--- src/core/pat_defines.svh ---
// Register map, field positions, reset values and timing counts of the pulse accumulator.
// Assumes an 8-bit register port with a 4-bit word address.
`ifndef PAT_DEFINES_SVH
`define PAT_DEFINES_SVH

`define PAT_ADDR_W 4
`define PAT_DATA_W 8

`define PAT_ADDR_CTRL 4'h0
`define PAT_ADDR_STATUS 4'h1
`define PAT_ADDR_COUNT 4'h2
`define PAT_ADDR_PIN 4'h3

`define PAT_CTRL_ENABLE 0
`define PAT_CTRL_MODE 1
`define PAT_CTRL_EDGE 2
`define PAT_CTRL_PIN_IE 3
`define PAT_CTRL_OVF_IE 4
`define PAT_CTRL_PS_LO 5
`define PAT_CTRL_PS_HI 6
`define PAT_CTRL_MASK 8'h7f

`define PAT_STAT_EDGE 0
`define PAT_STAT_OVF 1

`define PAT_PIN_LEVEL 0

`define PAT_CTRL_RESET 8'h00
`define PAT_COUNT_RESET 8'h00
`define PAT_READ_IDLE 8'h00

`define PAT_GATE_DIVIDE 64
`define PAT_LOCKOUT_CYCLES 2

`define PAT_TIMER_W 8
`define PAT_PRE_W 4
`define PAT_PS_DIV0 4'h0
`define PAT_PS_DIV1 4'h3
`define PAT_PS_DIV2 4'h7
`define PAT_PS_DIV3 4'hf
`define PAT_TAP0 3'h5
`define PAT_TAP1 3'h3
`define PAT_TAP2 3'h2
`define PAT_TAP3 3'h1

`endif

--- src/core/pat_pkg.sv ---
// Types shared by the pulse accumulator modules.
// Assumes nothing beyond the defines header for numbers.
package pat_pkg;

    typedef enum logic {
        PAT_MODE_EVENT,
        PAT_MODE_GATED
    } pat_mode_type;

    typedef enum logic {
        PAT_DET_ARMED,
        PAT_DET_HOLD
    } pat_det_state_type;

    typedef logic [1:0] pat_prescale_type;

endpackage

--- src/core/pat_ctl_if.sv ---
// Signals passed between the pulse accumulator core and its two helpers.
// Assumes all users run on the same reference clock.
`timescale 1ns/100ps
`default_nettype none

interface pat_ctl_if;
    import pat_pkg::*;

    logic edge_sel;
    pat_prescale_type prescale;
    logic edge_pulse;
    logic pin_level;
    logic pin_active;
    logic tick;

    modport det (
        input edge_sel,
        output edge_pulse,
        output pin_level,
        output pin_active
    );

    modport tick_src (
        input prescale,
        output tick
    );

    modport core (
        output edge_sel,
        output prescale,
        input edge_pulse,
        input pin_level,
        input pin_active,
        input tick
    );

endinterface

`default_nettype wire

--- src/core/pat_top.sv ---
// Pulse accumulator: pin edge detection, event and gated counting, flags and requests.
// Assumes a one-clock register port; read data stand in the cycle after the read strobe.
`timescale 1ns/100ps
`default_nettype none
`include "pat_defines.svh"

module pat_top #(
    parameter int COUNT_W = `PAT_DATA_W
) (
    input wire logic ref_clk_i,
    input wire logic rst_i,
    input wire logic pulse_input_pin_i,
    input wire logic cpu_int_mask_i,
    input wire logic [`PAT_ADDR_W-1:0] reg_addr_i,
    input wire logic [`PAT_DATA_W-1:0] reg_wdata_i,
    input wire logic reg_wr_i,
    input wire logic reg_rd_i,
    output logic [`PAT_DATA_W-1:0] reg_rdata_o,
    output logic irq_o,
    output logic irq_overflow_o,
    output logic irq_pin_o,
    output pat_pkg::pat_mode_type mode_o
);
    import pat_pkg::*;

    initial begin
        if (COUNT_W < 1 || COUNT_W > `PAT_DATA_W) begin
            $error("pat_top: COUNT_W must be 1 to 8");
        end
    end

    pat_ctl_if ctl ();

    pat_edge_det u_edge_det (
        .ref_clk_i(ref_clk_i),
        .rst_i(rst_i),
        .pin_i(pulse_input_pin_i),
        .ctl(ctl.det)
    );

    pat_tick_gen u_tick_gen (
        .ref_clk_i(ref_clk_i),
        .rst_i(rst_i),
        .ctl(ctl.tick_src)
    );

    // Register state: control, counter, sticky flags and read data
    logic [`PAT_DATA_W-1:0] ctrl_q, ctrl_d;
    logic [COUNT_W-1:0] count_q, count_d;
    logic pin_edge_flag_q, pin_edge_flag_d;
    logic counter_overflow_flag_q, counter_overflow_flag_d;
    logic [`PAT_DATA_W-1:0] rdata_q, rdata_d;

    // Decoded fields
    logic accum_enable;
    pat_mode_type mode;
    logic edge_select_bit;
    logic pin_interrupt_enable;
    logic overflow_interrupt_enable;
    pat_prescale_type timer_prescale_select;

    // Access decode
    logic wr_ctrl, wr_status, wr_count;
    logic count_inc;
    logic wrap;
    logic edge_clear, ovf_clear;
    logic ovf_req, pin_req;
    logic [`PAT_DATA_W-1:0] status_view;

    always_comb begin
        accum_enable = ctrl_q[`PAT_CTRL_ENABLE];
        mode = ctrl_q[`PAT_CTRL_MODE] ? PAT_MODE_GATED : PAT_MODE_EVENT;
        edge_select_bit = ctrl_q[`PAT_CTRL_EDGE];
        pin_interrupt_enable = ctrl_q[`PAT_CTRL_PIN_IE];
        overflow_interrupt_enable = ctrl_q[`PAT_CTRL_OVF_IE];
        timer_prescale_select = ctrl_q[`PAT_CTRL_PS_HI:`PAT_CTRL_PS_LO];
    end

    assign ctl.edge_sel = edge_select_bit;
    assign ctl.prescale = timer_prescale_select;

    always_comb begin
        wr_ctrl = reg_wr_i && (reg_addr_i == `PAT_ADDR_CTRL);
        wr_status = reg_wr_i && (reg_addr_i == `PAT_ADDR_STATUS);
        wr_count = reg_wr_i && (reg_addr_i == `PAT_ADDR_COUNT);
    end

    // Counter: event steps on each accepted edge, gated steps on the tick while active
    always_comb begin
        count_inc = 1'b0;
        if (accum_enable) begin
            case (mode)
                PAT_MODE_EVENT: begin
                    count_inc = ctl.edge_pulse;
                end
                PAT_MODE_GATED: begin
                    count_inc = ctl.tick && ctl.pin_active;
                end
                default: begin
                    count_inc = 1'b0;
                end
            endcase
        end
        wrap = count_inc && (count_q == {COUNT_W{1'b1}});
        count_d = count_q;
        // A software write owns the cycle; an increment landing on it is dropped
        if (wr_count) begin
            count_d = reg_wdata_i[COUNT_W-1:0];
        end else if (count_inc) begin
            count_d = count_q + 1'b1;
        end
    end

    // Sticky flags; a set in the clearing cycle wins over the clear
    always_comb begin
        edge_clear = wr_status && reg_wdata_i[`PAT_STAT_EDGE];
        ovf_clear = wr_status && reg_wdata_i[`PAT_STAT_OVF];
        // Edge flag is set in either mode and even with counting disabled
        pin_edge_flag_d = (pin_edge_flag_q && !edge_clear) || ctl.edge_pulse;
        counter_overflow_flag_d = (counter_overflow_flag_q && !ovf_clear)
            || (wrap && !wr_count);
    end

    always_comb begin
        ctrl_d = ctrl_q;
        if (wr_ctrl) begin
            ctrl_d = reg_wdata_i & `PAT_CTRL_MASK;
        end
    end

    always_comb begin
        status_view = '0;
        status_view[`PAT_STAT_EDGE] = pin_edge_flag_q;
        status_view[`PAT_STAT_OVF] = counter_overflow_flag_q;
    end

    // Read data valid only in the cycle after the strobe; unmapped reads give zero
    always_comb begin
        rdata_d = `PAT_READ_IDLE;
        if (reg_rd_i) begin
            case (reg_addr_i)
                `PAT_ADDR_CTRL: begin
                    rdata_d = ctrl_q;
                end
                `PAT_ADDR_STATUS: begin
                    rdata_d = status_view;
                end
                `PAT_ADDR_COUNT: begin
                    rdata_d = `PAT_DATA_W'(count_q);
                end
                `PAT_ADDR_PIN: begin
                    rdata_d = `PAT_READ_IDLE;
                    rdata_d[`PAT_PIN_LEVEL] = ctl.pin_level;
                end
                default: begin
                    rdata_d = `PAT_READ_IDLE;
                end
            endcase
        end
    end

    always_ff @(posedge ref_clk_i) begin
        if (rst_i) begin
            ctrl_q <= `PAT_CTRL_RESET;
            count_q <= COUNT_W'(`PAT_COUNT_RESET);
            pin_edge_flag_q <= 1'b0;
            counter_overflow_flag_q <= 1'b0;
            rdata_q <= `PAT_READ_IDLE;
        end else begin
            ctrl_q <= ctrl_d;
            count_q <= count_d;
            pin_edge_flag_q <= pin_edge_flag_d;
            counter_overflow_flag_q <= counter_overflow_flag_d;
            rdata_q <= rdata_d;
        end
    end

    // Requests: local enables, then the global mask, overflow first
    always_comb begin
        ovf_req = counter_overflow_flag_q && overflow_interrupt_enable;
        pin_req = pin_edge_flag_q && pin_interrupt_enable;
        irq_overflow_o = ovf_req && !cpu_int_mask_i;
        // Pin request waits while an overflow is pending so overflow is serviced first
        irq_pin_o = pin_req && !ovf_req && !cpu_int_mask_i;
        irq_o = (ovf_req || pin_req) && !cpu_int_mask_i;
    end

    assign reg_rdata_o = rdata_q;
    assign mode_o = mode;

endmodule // pat_top

`default_nettype wire

--- src/core/pat_edge_det.sv ---
// Pin synchroniser and edge detector with a two-cycle lockout.
// Assumes the pin is asynchronous; each reference clock stands for one bus cycle.
`timescale 1ns/100ps
`default_nettype none
`include "pat_defines.svh"

module pat_edge_det (
    input wire logic ref_clk_i,
    input wire logic rst_i,
    input wire logic pin_i,
    pat_ctl_if.det ctl
);
    import pat_pkg::*;

    logic sync1_q, sync1_d;
    logic sync2_q, sync2_d;
    logic prev_q, prev_d;
    logic pulse_q, pulse_d;
    logic [1:0] hold_q, hold_d;
    pat_det_state_type state_q, state_d;
    logic seen;

    always_comb begin
        sync1_d = pin_i;
        sync2_d = sync1_q;
        prev_d = sync2_q;
        // Rising when edge select is set, falling otherwise
        seen = ctl.edge_sel ? (sync2_q & ~prev_q) : (~sync2_q & prev_q);
        pulse_d = 1'b0;
        state_d = state_q;
        hold_d = hold_q;
        case (state_q)
            PAT_DET_ARMED: begin
                if (seen) begin
                    pulse_d = 1'b1;
                    state_d = PAT_DET_HOLD;
                    hold_d = 2'((`PAT_LOCKOUT_CYCLES) - 1);
                end
            end
            PAT_DET_HOLD: begin
                // Edges inside the lockout are dropped, not deferred
                hold_d = hold_q - 2'h1;
                if (hold_q == 2'h1) begin
                    state_d = PAT_DET_ARMED;
                end
            end
            default: begin
                state_d = PAT_DET_ARMED;
            end
        endcase
    end

    always_ff @(posedge ref_clk_i) begin
        sync1_q <= sync1_d;
        sync2_q <= sync2_d;
        if (rst_i) begin
            // Track the synchronised pin through reset so a high pin gives no false edge
            prev_q <= prev_d;
            pulse_q <= 1'b0;
            hold_q <= 2'h0;
            state_q <= PAT_DET_ARMED;
        end else begin
            prev_q <= prev_d;
            pulse_q <= pulse_d;
            hold_q <= hold_d;
            state_q <= state_d;
        end
    end

    assign ctl.edge_pulse = pulse_q;
    assign ctl.pin_level = sync2_q;
    // Active level is the one opposite to the detected trailing edge
    assign ctl.pin_active = sync2_q ^ ctl.edge_sel;

endmodule // pat_edge_det

`default_nettype wire

--- src/core/pat_tick_gen.sv ---
// Free-running timer prescaler chain and the divide-by-64 gating tick tap.
// Assumes prescale select is static in normal use; a change restarts the prescaler.
`timescale 1ns/100ps
`default_nettype none
`include "pat_defines.svh"

module pat_tick_gen #(
    parameter int TIMER_W = `PAT_TIMER_W
) (
    input wire logic ref_clk_i,
    input wire logic rst_i,
    pat_ctl_if.tick_src ctl
);
    import pat_pkg::*;

    initial begin
        if (TIMER_W < 6) begin
            $error("pat_tick_gen: TIMER_W must be at least 6");
        end
    end

    logic [`PAT_PRE_W-1:0] pre_q, pre_d;
    logic [TIMER_W-1:0] timer_q, timer_d;
    pat_prescale_type ps_q, ps_d;
    logic tap_q, tap_d;
    logic [`PAT_PRE_W-1:0] pre_last;
    logic [2:0] tap_idx;

    always_comb begin
        case (ctl.prescale)
            2'h0: begin
                pre_last = `PAT_PS_DIV0;
                tap_idx = `PAT_TAP0;
            end
            2'h1: begin
                pre_last = `PAT_PS_DIV1;
                tap_idx = `PAT_TAP1;
            end
            2'h2: begin
                pre_last = `PAT_PS_DIV2;
                tap_idx = `PAT_TAP2;
            end
            default: begin
                pre_last = `PAT_PS_DIV3;
                tap_idx = `PAT_TAP3;
            end
        endcase
        ps_d = ctl.prescale;
        timer_d = timer_q;
        if (ps_q != ctl.prescale || pre_q == pre_last) begin
            pre_d = '0;
        end else begin
            pre_d = pre_q + 1'b1;
        end
        if (pre_q == pre_last) begin
            timer_d = timer_q + 1'b1;
        end
        // Tap moves with the prescale so the tick period stays 64 bus cycles
        tap_d = timer_q[tap_idx];
    end

    always_ff @(posedge ref_clk_i) begin
        if (rst_i) begin
            pre_q <= '0;
            timer_q <= '0;
            ps_q <= 2'h0;
            tap_q <= 1'b0;
        end else begin
            pre_q <= pre_d;
            timer_q <= timer_d;
            ps_q <= ps_d;
            tap_q <= tap_d;
        end
    end

    // One-cycle pulse on each rising edge of the tap bit
    assign ctl.tick = tap_d & ~tap_q;

endmodule // pat_tick_gen

`default_nettype wire

--- config.mk ---
export PLATFORM = sky130hd
export DESIGN_NAME = pat_top
export DESIGN_NICKNAME = d
export VERILOG_FILES = /design/src/core/pat_pkg.sv /design/src/core/pat_ctl_if.sv /design/src/core/pat_top.sv /design/src/core/pat_edge_det.sv /design/src/core/pat_tick_gen.sv
export VERILOG_INCLUDE_DIRS = /design/src /design/src/core
export SDC_FILE = /design/constraint.sdc
export NUM_CORES = 1
export LEC_CHECK = 0
export BUFFER_PORTS_ARGS = -buffer_cell sky130_fd_sc_hd__buf_2
export CORE_MARGIN = 2
export CORE_UTILIZATION = 61
export CTS_CLUSTER_DIAMETER = 120
export DETAILED_ROUTE_END_ITERATION = 12
export MAX_ROUTING_LAYER = met4
export PLACE_DENSITY = 0.88
export SKIP_LAST_GASP = 1
export SYNTH_ARGS = -nofsm -noshare
export SYNTH_HDL_FRONTEND = slang
export SYNTH_SLANG_ARGS = --single-unit
--- constraint.sdc ---
create_clock -name ref_clk_i -period 4.6 [get_ports ref_clk_i]
set_input_delay 0.23 -clock ref_clk_i [delete_from_list [all_inputs] [get_ports ref_clk_i]]
set_output_delay 0.23 -clock ref_clk_i [all_outputs]
set_load 0.02 [all_outputs]
## Word-level counts from Yosys, hierarchy flattened

Index checks and enable logic that the tools add are counted.
W data, S select, Z words.

| cells by class | value |
|---|---|
| add/subtract/negate cells | 4 |
| multipliers | 0 |
| div/mod/pow operators | 0 |
| magnitude comparators | 1 |
| equality and inequality tests | 10 |
| shift operators | 0 |
| mux-type cells | 16 |
| bitwise operators | 10 |
| reduce and logical (&&, ||, !) cells | 31 |

Operators with widths:

| kind | count |
|---|---|
| $pmux W8 S4 | 1 |
| $add A8 B1 Y8 const B | 2 |
| $logic_and A1 B1 Y1 | 16 |
| $mux W8 | 2 |
| $pmux W4 S3 | 1 |
| $pmux W3 S3 | 1 |
| $eq A4 B2 Y1 const B | 2 |
| $eq A8 B8 Y1 const B | 1 |
| $mux W1 | 6 |
| $not A1 Y1 | 6 |
| $reduce_or A2 Y1 | 3 |
| $logic_not A1 Y1 | 5 |
| $add A4 B1 Y4 const B | 1 |
| $eq A2 B1 Y1 const B | 2 |
| $eq A4 B1 Y1 const B | 1 |
| $eq A4 B4 Y1 | 1 |
| $logic_not A4 Y1 | 1 |
| $logic_or A1 B1 Y1 | 4 |
| $lt A3 B4 Y1 const B | 1 |
| $pmux W1 S2 | 2 |
| $pmux W2 S2 | 1 |
| $and A1 B1 Y1 | 3 |
| $bmux W1 S3 | 1 |
| $eq A2 B2 Y1 const B | 1 |
| other kinds (7) | 7 |

| word-level totals | value |
|---|---|
| register bits after elaboration | 47 |
| bits in latches | 0 |
| memory bits (writable) | 0 |
| memory bits (read-only) | 0 |
| memories | 0 |

## Logic depth before layout (Yosys ltp)

| logic depth | value |
|---|---|
| depth after elaboration | 11 |
| mapped depth | 7 |
| depth with buffers taken out | 7 |

## Modules after synthesis

Synthesis repeated with hierarchy kept, for this count alone.

| second synthesis, totals | value |
|---|---|
| cell total of the unflattened synthesis | 243 |
| area, all modules | 2,193.4 µm² |

By module, submodules not included:

| module | instances | cells each | area an instance (µm²) | sequential area each (µm²) |
|---|---|---|---|---|
| pat_top | 1 | 138 | 1,151.1 | 500.5 |
| pat_tick_gen | 1 | 84 | 793.3 | 300.3 |
| pat_edge_det | 1 | 21 | 249.0 | 140.1 |

## Worst setup path before layout

Ideal clock, no wire load.

| timing path | value |
|---|---|
| path type | register -> register |
| start point | reg ctrl_q[5] |
| end point | reg u_tick_gen.timer_q[6] |
| arrival | 2.007 ns |
| data required time | 4.477 ns |
| path slack | 2.469 ns |
| stages on the path, launching flop included | 7 |
| path through | dfxtp_1 -> inv_1 -> ha_1 -> or4_1 -> a21oi_2 -> nand4_1 -> mux2_1 |

| on the way | value |
|---|---|
| cells in the longest elaborated chain, start to end | 3 |

RTL lines:

| what | RTL line | source |
|---|---|---|
| from (decl) | pat_top.sv:48 | `` logic [`PAT_DATA_W-1:0] ctrl_q, ctrl_d; `` |
| from (signal assigned) | pat_top.sv:164 | `` ctrl_q <= `PAT_CTRL_RESET; `` |
| from (signal assigned) | pat_top.sv:170 | `ctrl_q <= ctrl_d;` |
| $eq A2 B2 Y1 (tied with other cells) | pat_tick_gen.sv:30 | `case (ctl.prescale)` |
| $pmux W4 S3 * | pat_tick_gen.sv:30 |  |
| $eq A4 B4 Y1 * | pat_tick_gen.sv:55 | `if (pre_q == pre_last) begin` |
| to (signal assigned) | pat_tick_gen.sv:70 | `timer_q <= timer_d;` |
| to (decl) | pat_tick_gen.sv:23 | `logic [TIMER_W-1:0] timer_q, timer_d;` |

Mark *: on every way between the ends. The rest lies on a longest branch, timed or not.
A chain may end at the register's enable or synchronous reset.

## Final worst setup path

| timing path | value |
|---|---|
| start point | reg ctrl_q[6] |
| end point | reg count_q[3] |

| on the way | value |
|---|---|
| cells in the longest elaborated chain, start to end | 9 |

RTL lines:

| what | RTL line | source |
|---|---|---|
| $eq A2 B2 Y1 (tied with other cells) | pat_tick_gen.sv:30 |  |
| $pmux W3 S3 * | pat_tick_gen.sv:30 |  |
| $bmux W1 S3 * | pat_tick_gen.sv:59 | `tap_d = timer_q[tap_idx];` |
| $mux W1 (implied by the code) * | pat_tick_gen.sv:59 |  |
| $and A1 B1 Y1 * | pat_tick_gen.sv:77 | `assign ctl.tick = tap_d & ~tap_q;` |
| $logic_and A1 B1 Y1 * | pat_top.sv:97 | `count_inc = ctl.tick && ctl.pin_active;` |
| $pmux W1 S2 * | pat_top.sv:92 | `case (mode)` |
| $mux W1 * | pat_top.sv:91 | `if (accum_enable) begin` |
| $reduce_bool A2 Y1 (no source line) * | n/a |  |
| to (signal assigned) | pat_top.sv:165 | `` count_q <= COUNT_W'(`PAT_COUNT_RESET); `` |
| to (signal assigned) | pat_top.sv:171 | `count_q <= count_d;` |
| to (decl) | pat_top.sv:49 | `logic [COUNT_W-1:0] count_q, count_d;` |

Mark *: on every way between the ends. The rest lies on a longest branch, timed or not. The select of a mux whose other input is x is not followed.

==> key figures <==
Floorplan
  • Die W: 65.1 µm
  • Boundary Pins: 30
  • Die ar.: 4230 µm²
  • Starting density of the core: 62.6%
  • Core footprint: 3630 µm²
  • Die Ht: 65.1 µm
  • Num rows: 22

Routing
  • Total Wirelength: 4960 µm
  • DRT iter0 DRCs: 152
  • Routed WL per cell: 14.6 µm
  • Final ANT Viol Nets: 0
  • Via density: 5.96
  • Post-route DRC: 0
  • DR vias: 2028
  • First-pass DRT Iterations: 4

Power and ir drop
  • Switching pwr: 182 µW
  • Leak pwr: 0.00101 µW
  • VDD IR max: 0.265 mV
  • Pwr dens: 297 nW/µm²
  • Sw Share: 23.9%
  • Int Power: 578 µW
  • Clock power share: 35.8%
  • Flop pwr share: 56.5%
  • Comb pwr share: 7.7%
  • Power Total: 759 µW

CTS
  • CTS Hold Bufs: 0
  • CTS Buf Count: 5
  • H-tree levels: 2
  • Clock Path Buffers: 2
  • CTS sink count: 47
  • CTS clock-pin slew for the worst setup and hold paths: 0.09 ns
  • Post-CTS Resized: 0
  • Post-CTS setup buffer count: 0
  • CTS tree: built
  • Clock Latency Late Sink: 0.30 ns
  • CTS root buf: clkbuf_8

Logic synthesis
  • Most instantiated cells after synthesis: dfxtp_1 (47), nand2_1 (33), nor2_1 (29)
  • Yosys reg bits: 47
  • Share of the synthesized area in the top cell type: 41.4%
  • Cell Area, Synth: 2270 µm²
  • Gate Count Post-Synth: 264
  • Ys Warns: 0
  • Dominant cells by area after synthesis: dfxtp_1 (41%), nand2_1 (5.4%), ha_1 (5.0%)
  • Netlist cell types: 43
  • Mean Syn Cell Area: 8.62 µm²
  • Synth Flop Type: dfxtp_1
  • Sequential-to-total area share from yosys stat: 41.4%
  • Synthesized net count: 291
  • FFs w/ async S/R, synth: 0%
  • Synth area leader: dfxtp_1
  • Most common cell in the netlist: dfxtp_1
  • EDFF count, synth: 0

Final layout
  • Final std cells w/o fill: 340
  • Share of layout cells above drive strength 1: 14.7%
  • Area growth, synth to finish: 12.5%
  • Ant diodes: 0
  • # nets final: 318

Setup path
  • WS Path Type: flop to flop
  • Kind of end point of the critical path: flop
  • WP data arrival: 2.63 ns
  • Crit-path max FO: 7
  • CP Launch Type: flop
  • WP data required: 4.80 ns

Timing
  • TNS Setup: 0 ns
  • Clock Skew: 0.00579 ns
  • Crit share post-route: 52.8%
  • Max Freq: 0.412 GHz
  • Final hold violations: 0
  • Slew @ Worst Pin: 0.691 ns
  • Max transition margin: 54.0%
  • RSZ-0062 raised after global routing: no
  • Final Max Tran Viols: 0
  • Final worst path period need: 2.43 ns
  • Setup Viol. Count Final: 0

Global routing
  • First-pass GRT wire length: 8300 µm
  • Largest net degree at the start of global routing: 39
  • Grt total ovfl: 0
  • Antenna violations before repair: 0
  • Vias in the first global route: 1819
  • GRT Util Overall: 25.9%

Placement
  • RePlAce Congestion: 0.881
  • Cells after DPL: 332
  • Port bufs: 29
  • Hpwl dp: 3480 µm

Job
  • Max-cap viol count: 0

Worst hold path
  • Hold Crit Class: input pin to flop

Outcome
  • Status: finished, final reports clean
[cell type report]
type | instances | area (µm²)
fill | 291 | 1070
multi-input combinational | 200 | 1270
tap | 48 | 60.1
sequential | 47 | 941
inverter | 7 | 26.3
clock inverter | 1 | 7.51
timing repair buffer | 30 | 153
clock buffer | 7 | 96.3
[per-layer routing]
metal  global-route usage (%)  share of wire, %
met1                     35.1                46
met2                     39.2                44
met3                     5.90               8.4
met4                     7.29               1.1
met5                        -                 0
[sequential cells by signal, indices dropped and copies added, names as in the netlist]
register                   flops
count_q                        8
u_edge_det.prev_q              1
u_edge_det.state_q             1
u_edge_det.ctl.pin_level       1
u_edge_det.hold_q              2
u_edge_det.ctl.edge_pulse      1
u_tick_gen.ps_q                2
u_tick_gen.pre_q               4
u_edge_det.sync1_q             1
u_tick_gen.timer_q             8
reg_rdata_o                    8
counter_overflow_flag_q        1
ctrl_q                         7
pin_edge_flag_q                1
u_tick_gen.tap_q               1
[metrics by stage]
step	util, %	area [µm²]	setup slack (ns)	hold slack, ns
6_report	70.4	2560	2.17	0.0298
4_1_cts	70.4	2560	2.20	0.0227
2_1_floorplan	-	2270	2.47	0.258
3_3_place_gp	67.6	2450	2.33	0.311
5_1_grt	70.4	2560	2.01	0.0197
3_5_place_dp	67.6	2450	2.26	0.314
[worst paths after layout]
kind         cells past startpoint               start  slack [ns]                        to
min reg2reg                      0  u_edge_det.sync1_q        0.33  u_edge_det.ctl.pin_level
max                              6           ctrl_q[6]        2.17                count_q[3]
max reg2reg                      6           ctrl_q[6]        2.17                count_q[3]
min                              1   pulse_input_pin_i        0.03        u_edge_det.sync1_q
[cell usage in the layout (no fill, tap or decap), types with 5 or more instances in the layout]
cell type	Yosys	final
nor2_1	29	29
mux2i_1	7	7
nand3_1	17	17
inv_1	7	7
nor3_1	5	5
nand4_1	5	5
buf_2	1	29
a21oi_1	19	19
clkbuf_8	0	7
xnor2_1	5	5
nand2_1	33	33
a22oi_1	6	6
dfxtp_1	47	47
and3_1	5	5
ha_1	9	9
[power groups by stage]
| stage | combinational, µW | clock (µW) | sequential [µW] |
|---|---|---|---|
| 2_1_floorplan | 39.0 | 0 | 435 |
| 3_3_place_gp | 55.6 | 0 | 437 |
| 3_5_place_dp | 57.5 | 0 | 438 |
| 4_1_cts | 58.0 | 277 | 429 |
| 5_1_grt | 65.8 | 293 | 430 |
| 6_report | 58.3 | 272 | 429 |
[worst max-delay path, stage by stage (launching register included)]
cell and delay (ns):
dfxtp_1 0.49, ha_1 0.35, mux2_2 0.39, o311ai_1 0.32, o31a_1 0.31, nand2_1 0.18
o221a_1 0.29
[cells by family after synthesis]
kind of cell             after synthesis  share of synthesized area [%]
flip-flops                            47                           41.4
AND/OR/NAND/NOR                      120                           26.7
buffers and inverters                 17                           2.86
AO/OA/AOI/OAI                         52                           16.1
adder cells (fa/ha/maj)                9                           4.95
multiplexers                          10                           4.57
XOR/XNOR                               9                           3.47
Power figures use the tool's default switching activity.
